<file path="config.mk">
export PLATFORM = sky130hd
export DESIGN_NAME = sfr_read_front
export DESIGN_NICKNAME = d
export VERILOG_FILES = /design/src/design/sfr_pkg.sv /design/src/design/sfr_read_front.sv
export SDC_FILE = /design/constraint.sdc
export NUM_CORES = 1
export LEC_CHECK = 0
export BUFFER_PORTS_ARGS = -buffer_cell sky130_fd_sc_hd__clkbuf_2
export CAP_MARGIN = 10
export CORE_MARGIN = 2
export CORE_UTILIZATION = 60
export DETAILED_ROUTE_END_ITERATION = 10
export PLACE_DENSITY = 0.79
export RECOVER_POWER = 25
export SLEW_MARGIN = 20
export SYNTH_ARGS = -nofsm -noshare
export SYNTH_HDL_FRONTEND = slang
export SYNTH_SLANG_ARGS = --single-unit
</file>
<file path="constraint.sdc">
create_clock -name clock -period 3.5 [get_ports clock]
set_clock_uncertainty 0.15 [all_clocks]
set_input_delay 0.875 -clock clock [delete_from_list [all_inputs] [get_ports clock]]
set_output_delay 0.875 -clock clock [all_outputs]
set_load 0.005 [all_outputs]
</file>
<file path="src/design/sfr_pkg.sv">
package sfr_pkg;
    localparam logic [7:0]  OP_READ     = 8'h03;
    localparam logic [7:0]  OP_FAST     = 8'h0B;
    localparam logic [7:0]  OP_DOUT     = 8'h3B;
    localparam logic [7:0]  OP_DIO      = 8'hBB;
    localparam logic [7:0]  OP_QOUT     = 8'h6B;
    localparam logic [7:0]  OP_QIO      = 8'hEB;
    localparam logic [7:0]  OP_QIO_S    = 8'hE7;
    localparam int          ADDR_W      = 24;
    localparam logic [23:0] ADDR_TOP    = 24'hFFFFFF;
    localparam logic [23:0] ADDR_ZERO   = 24'h000000;
    localparam logic [4:0]  CNT_ZERO    = 5'h00;
    localparam logic [4:0]  CNT_ONE     = 5'h01;
    localparam logic [4:0]  OP_CLKS     = 5'h08;
    localparam logic [4:0]  ADDR_CLKS_1 = 5'h18;
    localparam logic [4:0]  ADDR_CLKS_2 = 5'h0C;
    localparam logic [4:0]  ADDR_CLKS_4 = 5'h06;
    localparam logic [4:0]  IND_CLKS    = 5'h02;
    localparam logic [4:0]  DUMMY_8     = 5'h08;
    localparam logic [4:0]  DUMMY_4     = 5'h04;
    localparam logic [4:0]  DUMMY_2     = 5'h02;
    localparam logic [3:0]  IND_TOGGLE  = 4'hF;
    localparam logic [3:0]  BYTE_BITS   = 4'h8;
    localparam logic [3:0]  MASK_1      = 4'h2;
    localparam logic [3:0]  MASK_2      = 4'h3;
    localparam logic [3:0]  MASK_4      = 4'hF;
    localparam logic [2:0]  SYNC_LO     = 3'h0;
    localparam logic [2:0]  SYNC_HI     = 3'h7;

    typedef enum logic [2:0] {
        ST_OPCODE = 3'b000, ST_ADDR  = 3'b001, ST_IND = 3'b010,
        ST_DUMMY  = 3'b011, ST_DATA  = 3'b100, ST_IGNORE = 3'b101
    } sfr_state_t;

    typedef enum logic [2:0] {
        CMD_READ = 3'b000, CMD_FAST = 3'b001, CMD_DOUT  = 3'b010,
        CMD_DIO  = 3'b011, CMD_QOUT = 3'b100, CMD_QIO   = 3'b101,
        CMD_QIO_S = 3'b110
    } sfr_cmd_t;

    typedef enum logic [1:0] {
        LANE_1 = 2'b00, LANE_2 = 2'b01, LANE_4 = 2'b10
    } sfr_lane_t;

    typedef struct packed {
        logic       cs_n;
        logic       sck;
        logic [3:0] io;
    } sfr_pin_in_t;

    typedef struct packed {
        logic [3:0] io_out;
        logic [3:0] io_oe;
    } sfr_pin_out_t;
endpackage : sfr_pkg

</file>
<file path="src/design/sfr_read_front.sv">
`timescale 1ns/1ps
// What this block does
// address sampled on rise, data on fall
// 03 then address, data without dummy
// address increments per byte, wraps to zero
// select high ends read anytime
// 0B adds one dummy byte
// busy rejects fast, dual, quad-out reads
// 3B: eight dummies, two-line data out
// BB: two-line address, four dummies
// host keeps first two dual dummies steady
// 6B: eight dummies, four-line data out
// quad I/O read needs quad enable
// EB: four-line address, 2+4 dummies
// E7 like EB with four dummies; the code gives E7 two dummy clocks after the two indicator clocks
// toggling indicator keeps continuous mode
// steady indicator drops continuous mode
// host drives lines during indicator clocks
// quad enable turns pins into data
// FF on one line ends continuous mode
// most significant bit first, top line
// select high: hi-z, decoder reset
module sfr_read_front (
    input  wire logic                 clock,
    input  wire logic                 sys_rst,
    input  wire sfr_pkg::sfr_pin_in_t pins_in,
    input  wire logic                 quad_enable_bit,
    input  wire logic                 write_busy,
    input  wire logic [7:0]           mem_rdata,
    output sfr_pkg::sfr_pin_out_t     pins_out,
    output logic [23:0]               mem_addr,
    output logic                      cont_mode
);
    import sfr_pkg::*;

    logic [2:0] sck_s_q;
    logic [2:0] cs_s_q;
    logic [3:0] io_s0_q;
    logic [3:0] io_s1_q;
    logic [3:0] io_s2_q;
    logic       sck_lvl_q;
    logic       cs_lvl_q;
    logic       sck_rise;
    logic       sck_fall;
    sfr_state_t state_q;
    sfr_cmd_t   cmd_q;
    logic [4:0] cnt_q;
    logic [7:0] sh_q;
    logic [23:0] addr_q;
    logic       cont_q;
    logic [7:0] dsh_q;
    logic [3:0] left_q;
    logic [3:0] io_out_q;
    logic [3:0] io_oe_q;
    logic [7:0] op_next;
    logic       byte_load;
    logic       ind_tog;

    ////////////////////////////////////////////////////////////////////
    function automatic logic op_ok(logic [7:0] op, logic busy,
                                   logic qe);
        case (op)
            OP_READ:                  op_ok = 1'b1;
            OP_FAST, OP_DOUT, OP_DIO: op_ok = !busy;
            OP_QOUT, OP_QIO, OP_QIO_S: op_ok = !busy && qe;
            default:                  op_ok = 1'b0;
        endcase
    endfunction : op_ok
    function automatic sfr_cmd_t op_cmd(logic [7:0] op);
        case (op)
            OP_FAST:  op_cmd = CMD_FAST;
            OP_DOUT:  op_cmd = CMD_DOUT;
            OP_DIO:   op_cmd = CMD_DIO;
            OP_QOUT:  op_cmd = CMD_QOUT;
            OP_QIO:   op_cmd = CMD_QIO;
            OP_QIO_S: op_cmd = CMD_QIO_S;
            default:  op_cmd = CMD_READ;
        endcase
    endfunction : op_cmd
    function automatic sfr_lane_t addr_lanes(sfr_cmd_t c);
        case (c)
            CMD_DIO:            addr_lanes = LANE_2;
            CMD_QIO, CMD_QIO_S: addr_lanes = LANE_4;
            default:            addr_lanes = LANE_1;
        endcase
    endfunction : addr_lanes
    function automatic sfr_lane_t data_lanes(sfr_cmd_t c);
        case (c)
            CMD_DOUT, CMD_DIO:            data_lanes = LANE_2;
            CMD_QOUT, CMD_QIO, CMD_QIO_S: data_lanes = LANE_4;
            default:                      data_lanes = LANE_1;
        endcase
    endfunction : data_lanes

    function automatic logic [4:0] addr_clks(sfr_lane_t l);
        case (l)
            LANE_2:  addr_clks = ADDR_CLKS_2;
            LANE_4:  addr_clks = ADDR_CLKS_4;
            default: addr_clks = ADDR_CLKS_1;
        endcase
    endfunction : addr_clks

    function automatic logic [4:0] dummy_clks(sfr_cmd_t c);
        case (c)
            CMD_FAST, CMD_DOUT, CMD_QOUT: dummy_clks = DUMMY_8;
            CMD_DIO, CMD_QIO:             dummy_clks = DUMMY_4;
            CMD_QIO_S:                    dummy_clks = DUMMY_2;
            default:                      dummy_clks = CNT_ZERO;
        endcase
    endfunction : dummy_clks

    function automatic logic [3:0] lane_n(sfr_lane_t l);
        case (l)
            LANE_2:  lane_n = 4'h2;
            LANE_4:  lane_n = 4'h4;
            default: lane_n = 4'h1;
        endcase
    endfunction : lane_n

    function automatic logic [3:0] lane_mask(sfr_lane_t l, logic qe);
        case (l)
            LANE_2:  lane_mask = MASK_2;
            LANE_4:  lane_mask = qe ? MASK_4 : MASK_2;
            default: lane_mask = MASK_1;
        endcase
    endfunction : lane_mask

    // top bits of the byte onto the lines, high line first
    function automatic logic [3:0] out_group(logic [7:0] b,
                                             sfr_lane_t l);
        case (l)
            LANE_2:  out_group = {2'b00, b[7:6]};
            LANE_4:  out_group = b[7:4];
            default: out_group = {2'b00, b[7], 1'b0};
        endcase
    endfunction : out_group

    function automatic logic [23:0] shift_in(logic [23:0] a,
                                             sfr_lane_t l,
                                             logic [3:0] io);
        case (l)
            LANE_2:  shift_in = {a[21:0], io[1:0]};
            LANE_4:  shift_in = {a[19:0], io};
            default: shift_in = {a[22:0], io[0]};
        endcase
    endfunction : shift_in

    function automatic sfr_state_t after_ind(sfr_cmd_t c);
        after_ind = (dummy_clks(c) == CNT_ZERO) ? ST_DATA : ST_DUMMY;
    endfunction : after_ind

    ////////////////////////////////////////////////////////////////////
    // three-stage sync; a level counts once stages two and three agree
    always_ff @(posedge clock or posedge sys_rst) begin
        if (sys_rst) begin
            sck_s_q <= SYNC_LO;
            cs_s_q  <= SYNC_HI;
            io_s0_q <= 4'h0;
            io_s1_q <= 4'h0;
            io_s2_q <= 4'h0;
        end else begin
            sck_s_q <= {sck_s_q[1:0], pins_in.sck};
            cs_s_q  <= {cs_s_q[1:0], pins_in.cs_n};
            io_s0_q <= pins_in.io;
            io_s1_q <= io_s0_q;
            io_s2_q <= io_s1_q;
        end
    end

    always_ff @(posedge clock or posedge sys_rst) begin
        if (sys_rst) begin
            sck_lvl_q <= 1'b0;
            cs_lvl_q  <= 1'b1;
        end else begin
            if (sck_s_q[1] == sck_s_q[2]) sck_lvl_q <= sck_s_q[2];
            if (cs_s_q[1] == cs_s_q[2]) cs_lvl_q <= cs_s_q[2];
        end
    end

    assign sck_rise = (sck_s_q[1] == sck_s_q[2]) && sck_s_q[2]
                      && !sck_lvl_q && !cs_lvl_q;
    assign sck_fall = (sck_s_q[1] == sck_s_q[2]) && !sck_s_q[2]
                      && sck_lvl_q && !cs_lvl_q;
    assign op_next   = {sh_q[6:0], io_s2_q[0]};
    assign byte_load = sck_fall && state_q == ST_DATA
                       && left_q == 4'h0;
    assign ind_tog   = (sh_q[3:0] ^ io_s2_q) == IND_TOGGLE;

    ////////////////////////////////////////////////////////////////////
    // command sequencer, on serial clock rising edges
    always_ff @(posedge clock or posedge sys_rst) begin
        if (sys_rst) begin
            state_q <= ST_OPCODE;
            cmd_q   <= CMD_READ;
            cnt_q   <= CNT_ZERO;
            sh_q    <= 8'h00;
        end else if (cs_lvl_q) begin
            state_q <= cont_q ? ST_ADDR : ST_OPCODE;
            cnt_q   <= CNT_ZERO;
        end else if (sck_rise) begin
            cnt_q <= cnt_q + CNT_ONE;
            case (state_q)
                ST_OPCODE: begin
                    sh_q <= op_next;
                    if (cnt_q == OP_CLKS - CNT_ONE) begin
                        cnt_q <= CNT_ZERO;
                        if (op_ok(op_next, write_busy,
                                  quad_enable_bit)) begin
                            cmd_q   <= op_cmd(op_next);
                            state_q <= ST_ADDR;
                        end else begin
                            state_q <= ST_IGNORE;
                        end
                    end
                end
                ST_ADDR: begin
                    if (cnt_q == addr_clks(addr_lanes(cmd_q))
                                 - CNT_ONE) begin
                        cnt_q <= CNT_ZERO;
                        if (cmd_q == CMD_QIO || cmd_q == CMD_QIO_S)
                            state_q <= ST_IND;
                        else
                            state_q <= after_ind(cmd_q);
                    end
                end
                ST_IND: begin
                    sh_q <= {sh_q[3:0], io_s2_q};
                    if (cnt_q == IND_CLKS - CNT_ONE) begin
                        cnt_q   <= CNT_ZERO;
                        state_q <= after_ind(cmd_q);
                    end
                end
                ST_DUMMY: begin
                    if (cnt_q == dummy_clks(cmd_q) - CNT_ONE) begin
                        cnt_q   <= CNT_ZERO;
                        state_q <= ST_DATA;
                    end
                end
                ST_DATA, ST_IGNORE: cnt_q <= CNT_ZERO;
                default: state_q <= ST_IGNORE;
            endcase
        end
    end

    // address: shifted in on rises, advanced once per output byte
    always_ff @(posedge clock or posedge sys_rst) begin
        if (sys_rst) begin
            addr_q <= ADDR_ZERO;
        end else if (sck_rise && state_q == ST_ADDR) begin
            addr_q <= shift_in(addr_q, addr_lanes(cmd_q), io_s2_q);
        end else if (byte_load) begin
            addr_q <= addr_q + 24'h000001;
        end
    end

    // continuous mode follows the indicator nibbles
    always_ff @(posedge clock or posedge sys_rst) begin
        if (sys_rst) begin
            cont_q <= 1'b0;
        end else if (sck_rise && state_q == ST_IND
                     && cnt_q == IND_CLKS - CNT_ONE) begin
            cont_q <= ind_tog;
        end
    end

    // data out on falling edges, lines released with select high
    always_ff @(posedge clock or posedge sys_rst) begin
        if (sys_rst) begin
            io_out_q <= 4'h0;
            io_oe_q  <= 4'h0;
            dsh_q    <= 8'h00;
            left_q   <= 4'h0;
        end else if (cs_lvl_q) begin
            io_oe_q <= 4'h0;
            left_q  <= 4'h0;
        end else if (sck_fall && state_q == ST_DATA) begin
            io_oe_q <= lane_mask(data_lanes(cmd_q),
                                 quad_enable_bit);
            if (left_q == 4'h0) begin
                io_out_q <= out_group(mem_rdata, data_lanes(cmd_q));
                dsh_q    <= mem_rdata << lane_n(data_lanes(cmd_q));
                left_q   <= BYTE_BITS - lane_n(data_lanes(cmd_q));
            end else begin
                io_out_q <= out_group(dsh_q, data_lanes(cmd_q));
                dsh_q    <= dsh_q << lane_n(data_lanes(cmd_q));
                left_q   <= left_q - lane_n(data_lanes(cmd_q));
            end
        end
    end

    assign pins_out.io_out = io_out_q;
    assign pins_out.io_oe  = io_oe_q;
    assign mem_addr        = addr_q;
    assign cont_mode       = cont_q;
endmodule : sfr_read_front

</file>
-- After elaboration in Yosys (flattened, before gate mapping)
Index checks and enable logic that the tools add are counted.
- register bits after elaboration: 83
- input bits: 18
- output and inout bits: 33
- add/sub/neg operators: 6
- eq/ne operators: 40
- shift-type cells: 2
- muxes and demuxes: 79
- bitwise operators: 2
- reductions and logical operators: 37
- operators with widths (cell ; count):
    $mux W5 ; 21
    $mux W4 ; 13
    $mux W24 ; 2
    $pmux W24 S2 ; 1
    $mux W3 ; 10
    $pmux W5 S5 ; 1
    $add A24 B1 Y24 const B ; 1
    $eq A8 B8 Y1 const B ; 3
    $mux W2 ; 12
    $pmux W4 S2 ; 3
    $pmux W3 S6 ; 1
    $shl A8 B4 Y8 ; 2
    $eq A3 B3 Y1 const B ; 5
    $pmux W3 S5 ; 1
    $pmux W7 S2 ; 1
    $eq A3 B2 Y1 const B ; 4
    $logic_and A1 B1 Y1 ; 12
    $ne A3 B3 Y1 const B ; 4
    $pmux W3 S2 ; 2
    $pmux W4 S3 ; 1
    $reduce_or A3 Y1 ; 4
    $eq A2 B1 Y1 const B ; 5
    $eq A2 B2 Y1 const B ; 5
    $eq A5 B5 Y1 ; 2
    32 further kinds ; 50

-- Depth between registers and ports, before layout
- depth after elaboration: 24
- mapped depth: 12
- depth with buffers taken out: 11

-- Worst setup path before layout
Ideal clock, no wire load.
- path type: register to register
- from: register cmd_q[1]
- to: register state_q[1]
- setup time: 78 ps
- data arrival time: 2572 ps
- slack: 701 ps
- stages on the path, launching flop included: 12
- buffers on the path: 1
- clock period less this slack: 2799 ps
- cells stage by stage: dfrtp_1 -> xor2_1 -> and2_1 -> inv_1 -> ha_1 -> clkbuf_1 -> xor2_1 -> a2111oi_0 -> nand3_1 -> o211a_2 -> or4_1 -> a21oi_1
- cells in the longest elaborated chain, start to end: 15
- elaborated cells between the ends (all ways): 50
- RTL lines (item ; line ; RTL):
    start, declared ; sfr_read_front.sv:46 ; sfr_cmd_t cmd_q;
    start signal, assigned ; sfr_read_front.sv:209 ; cmd_q <= op_cmd(op_next);
    $eq A3 B3 Y1, or another cell as far along ; sfr_read_front.sv:81, sfr_read_front.sv:104, sfr_read_front.sv:220 ;
    $reduce_or A2 Y1, or another cell as far along ; sfr_read_front.sv:81 ; case (c)
    $pmux W2 S2 / $pmux W4 S3 (equally long branches) ; sfr_read_front.sv:81, sfr_read_front.sv:104 ;
    $mux W2 / $mux W5 (equally long branches) ; sfr_read_front.sv:202, sfr_read_front.sv:220 ;
    $mux W2 / $mux W5 (equally long branches) ; sfr_read_front.sv:200, sfr_read_front.sv:217 ;
    $mux W2 / $mux W5 (equally long branches) ; sfr_read_front.sv:197, sfr_read_front.sv:202 ;
    $eq A2 B2 Y1, or another cell as far along ; sfr_read_front.sv:96 ; case (l)
    $pmux W5 S2 / $mux W5 (equally long branches) ; sfr_read_front.sv:96, sfr_read_front.sv:197 ;
    $mux W5 / $logic_not A5 Y1 (equally long branches) ; sfr_read_front.sv:202, sfr_read_front.sv:149 ;
    $mux W5 / $mux W3 (equally long branches) ; sfr_read_front.sv:200, sfr_read_front.sv:149 ;
    $mux W5 / $mux W3 (equally long branches) ; sfr_read_front.sv:197, sfr_read_front.sv:220 ;
    $sub A5 B1 Y5 / $mux W3 (equally long branches) ; sfr_read_front.sv:218, sfr_read_front.sv:217 ;
    $eq A5 B5 Y1 / $pmux W3 S5 (equally long branches) ; sfr_read_front.sv:217, sfr_read_front.sv:202 ;
    $ne A3 B3 Y1 (no line) / $mux W3 (equally long branches) ; - ;
    $reduce_and A6 Y1 (no line) / $mux W3 (equally long branches) ; - ;
    end signal, assigned ; sfr_read_front.sv:198 ; state_q <= cont_q ? ST_ADDR : ST_OPCODE;
    end signal, assigned ; sfr_read_front.sv:223 ; state_q <= after_ind(cmd_q);
    end signal, assigned ; sfr_read_front.sv:230 ; state_q <= after_ind(cmd_q);
    end, declared ; sfr_read_front.sv:45 ; sfr_state_t state_q;
Parallel ways exist; a longest one is shown, timed or not. The select of a mux whose other input is x is not followed.
A chain may end at the register's enable or synchronous reset.

-- Worst setup path in the final report
- from: register cmd_q[2]
- to: register state_q[1]
Same word-level chain as after synthesis.

==> impl_metrics.py <==
metrics = {
    "status": {
        "status": "complete, but fails checks",
        "violations": "capacitance limit, slew limit",
    },
    "route": {
        "via_per_inst": 6.18,
        "drt-wirelength-per-cell_um": 16.8,
        "totalWireLength_mm": 11.4,
        "dr.pass1.iters": 4,
        "routed-via-count": 4214,
        "first_iter_violations": 347,
        "drcViolationCount": 0,
        "ant_nets": 0,
    },
    "logic_synthesis": {
        "synth_seq_cells": 82,
        "synth_top_area_share_pct": 39.2,
        "yosysMostFrequentCell": "dfrtp_1",
        "synth.distinct_cells": 69,
        "synthArstFlopShare_pct": 100,
        "syn_area_um2": 4970,
        "syn_nets": 584,
        "synth_top_area_cell": "dfrtp_1",
        "postSynthAreaPerCell_um2": 9.03,
        "seq_area_frac_synth_pct": 41.4,
        "synth_warnings": 0,
        "synthCells": 551,
        "ys.flop_type": "dfrtp_1",
        "ys_top_cells_by_area": "dfrtp_1, nand2_1, mux2i_1, ha_1, a21oi_1",
        "synth_edf_count": 0,
        "synthTopCellsByCount": "dfrtp_1, nand2_1, clkbuf_1, nor2_1, a21oi_1",
    },
    "critical_path": {
        "r2r-end": "state_q[1]",
        "rrSetupSlack_ps": 510,
        "r2r_start": "cmd_q[2]",
        "setup.worst_path.end_class": "flop",
        "cp.arrival_ps": 3120,
        "worstPathMaxFanout": 10,
        "required_ps": 3630,
        "crit_type": "reg -> reg",
        "r2r_cells": 10,
        "start_kind": "flop",
    },
    "sta": {
        "setup_viol": 0,
        "fmax_mhz": 335,
        "slew-limit-headroom_pct": -46.9,
        "min_period_ps": 2990,
        "slew_violations": 49,
        "hold_violations": 0,
        "rsz0062_at_grt": "no",
        "period_share_pct": 85.4,
        "worst_pin_slew_ps": 2190,
        "fin_setup_tns_ps": 0,
    },
    "finish": {
        "final_nets": 605,
        "area_growth_pct": 8.58,
        "drive_above_1_share_pct": 14.9,
        "final_cell_area_um2": 5400,
        "diodes": 0,
        "num-fill-cells": 620,
    },
    "place": {
        "dp_hpwl_mm": 7.76,
        "gp_congestion": 0.866,
        "io_buffers": 50,
        "dpl-instance-area_um2": 5220,
    },
    "clock_network": {
        "cts_tree": "yes",
        "clkTransAtPathRegs_ps": 80,
        "post_cts_buffers": 0,
        "clock-sinks": 82,
        "clk_latency_ps": 360,
        "clockRootBuffer": "clkbuf_8",
        "cts_hold_buffers": 0,
        "cts_buffer_depth": 2,
        "cts_made_buffers": 9,
        "htree_levels": 3,
        "cts_resized": 0,
    },
    "die": {
        "die_h_um": 95.0,
        "rows": 33,
        "die_width_um": 95.0,
        "core_um2": 8130,
        "die_area_um2": 9030,
        "initial_core_util_pct": 61.1,
        "pin_count": 51,
    },
    "power_and_ir_drop": {
        "powerDensity_nw_per_um2": 523,
        "peakVddDrop_uv": 377,
        "cellLeakagePower_uw": 0.00230,
    },
    "worst_hold_path": {
        "hp-class": "reg -> reg",
        "min_from": "io_s0_q[1]",
        "hold_path_depth": 0,
        "hold_path_end": "io_s1_q[1]",
    },
    "global_route": {
        "grt_max_degree": 50,
        "grt-ovfl-total": 0,
        "antenna_found_initial": 0,
        "track_usage_pct": 27.0,
        "grt_pass1_vias": 3880,
        "grt_pass1_wl_mm": 19.2,
    },
    "flow_run": {
        "drv_cap": 1,
    },
}
worst max-delay path, stage by stage (launching register included):
cell and delay (ps):
dfrtp_1 470, nand2b_1 210, inv_1 200, o21ai_0 160
ha_1 210, ha_1 300, xor2_1 120, nand4_1 110
o211a_2 350, or4_1 510, a21oi_1 130
how the worst max path moves through the flow:
stage	start	end	slack, ps	cells past startpoint
6_report	cmd_q[2]	state_q[1]	510	10
5_1_grt	cmd_q[1]	state_q[1]	280	10
4_1_cts	cmd_q[2]	state_q[1]	510	10
3_5_place_dp	cmd_q[2]	state_q[1]	520	10
3_3_place_gp	cmd_q[2]	state_q[1]	670	10
2_1_floorplan	sys_rst	cmd_q[0]	370	1
state kept, by name, summed over array words and instances, names as in the netlist, 3 cells and up:
signal	flops
cmd_q	3
cnt_q	5
cs_s_q	3
dsh_q	8
io_oe_q	3
io_out_q	4
io_s0_q	4
io_s1_q	4
io_s2_q	4
left_q	4
mem_addr	24
sck_s_q	3
sh_q	7
state_q	3
layer usage:
layer | global-route usage, % | routed length (um) | part of all wire, %
met4 | 9.30 | 186 | 1.6
met3 | 3.79 | 588 | 5.1
met5 | 0 | 0 | 0
met1 | 39.7 | 5270 | 46
met2 | 41.4 | 5380 | 47
placed cells by master (no fill, tap or decap), types with 5 or more instances in the layout:
cell       n
mux2i_1   18
o21ai_1   10
clkbuf_8   9
o21ai_0   26
nor3_1    10
clkbuf_2  50
nand2_1   59
or3_1      7
ha_1      14
a21oi_1   29
a211oi_1  16
xor2_1    16
dfrtp_1   78
nor2_1    37
inv_1     17
a22oi_1   19
buf_4     12
nand3_1   17
nand2b_1   5
a31oi_1    6
nand4_1   10
xnor2_1   12
nand3b_1   8
nor2b_1    6
area by class of cell:
cell class / count / area, um2 / area share (%)
multi-input combinational: 398 / 2600 / 48.2
clock inverter: 3 / 42.5 / 0.788
sequential: 82 / 2060 / 38.1
clock buffer: 13 / 139 / 2.57
inverter: 18 / 68.8 / 1.27
timing repair buffer: 63 / 360 / 6.67
tap: 105 / 131 / 2.43
metrics by stage:
stage                     hold slack, ps  setup slack, ps  instances  utilization [%]  power, uW
after CTS                            199              512        682             66.4       2820
final                                197              511        682             66.4       2820
after global placement               184              666        666             64.2       2110
after detailed placement             186              516        666             64.2       2150
after floorplan                      181              373        551                -       1900
after global routing                 207              277        682             66.4       3010
kinds of logic (layout without fill, tap and decap cells):
group                      count (synthesis)  after routing  share of synthesized area [%]
AOI/OAI and AO/OA                        148            148                           19.8
xor gates and xnor gates                  28             28                           4.93
adders and majority gates                 16             16                           4.13
buffers and inverters                     71             97                           6.47
DFF                                       82             82                           41.4
muxes                                     23             23                           4.75
and+or+nand+nor                          183            183                           18.6
where the power goes:
group	internal [uW]	total, uW	switching, uW
Combinational	334	649	315
Clock	331	674	344
Sequential	1130	1500	374
Total	1790	2820	1030
No activity file was read; power rests on OpenSTA's default activity.
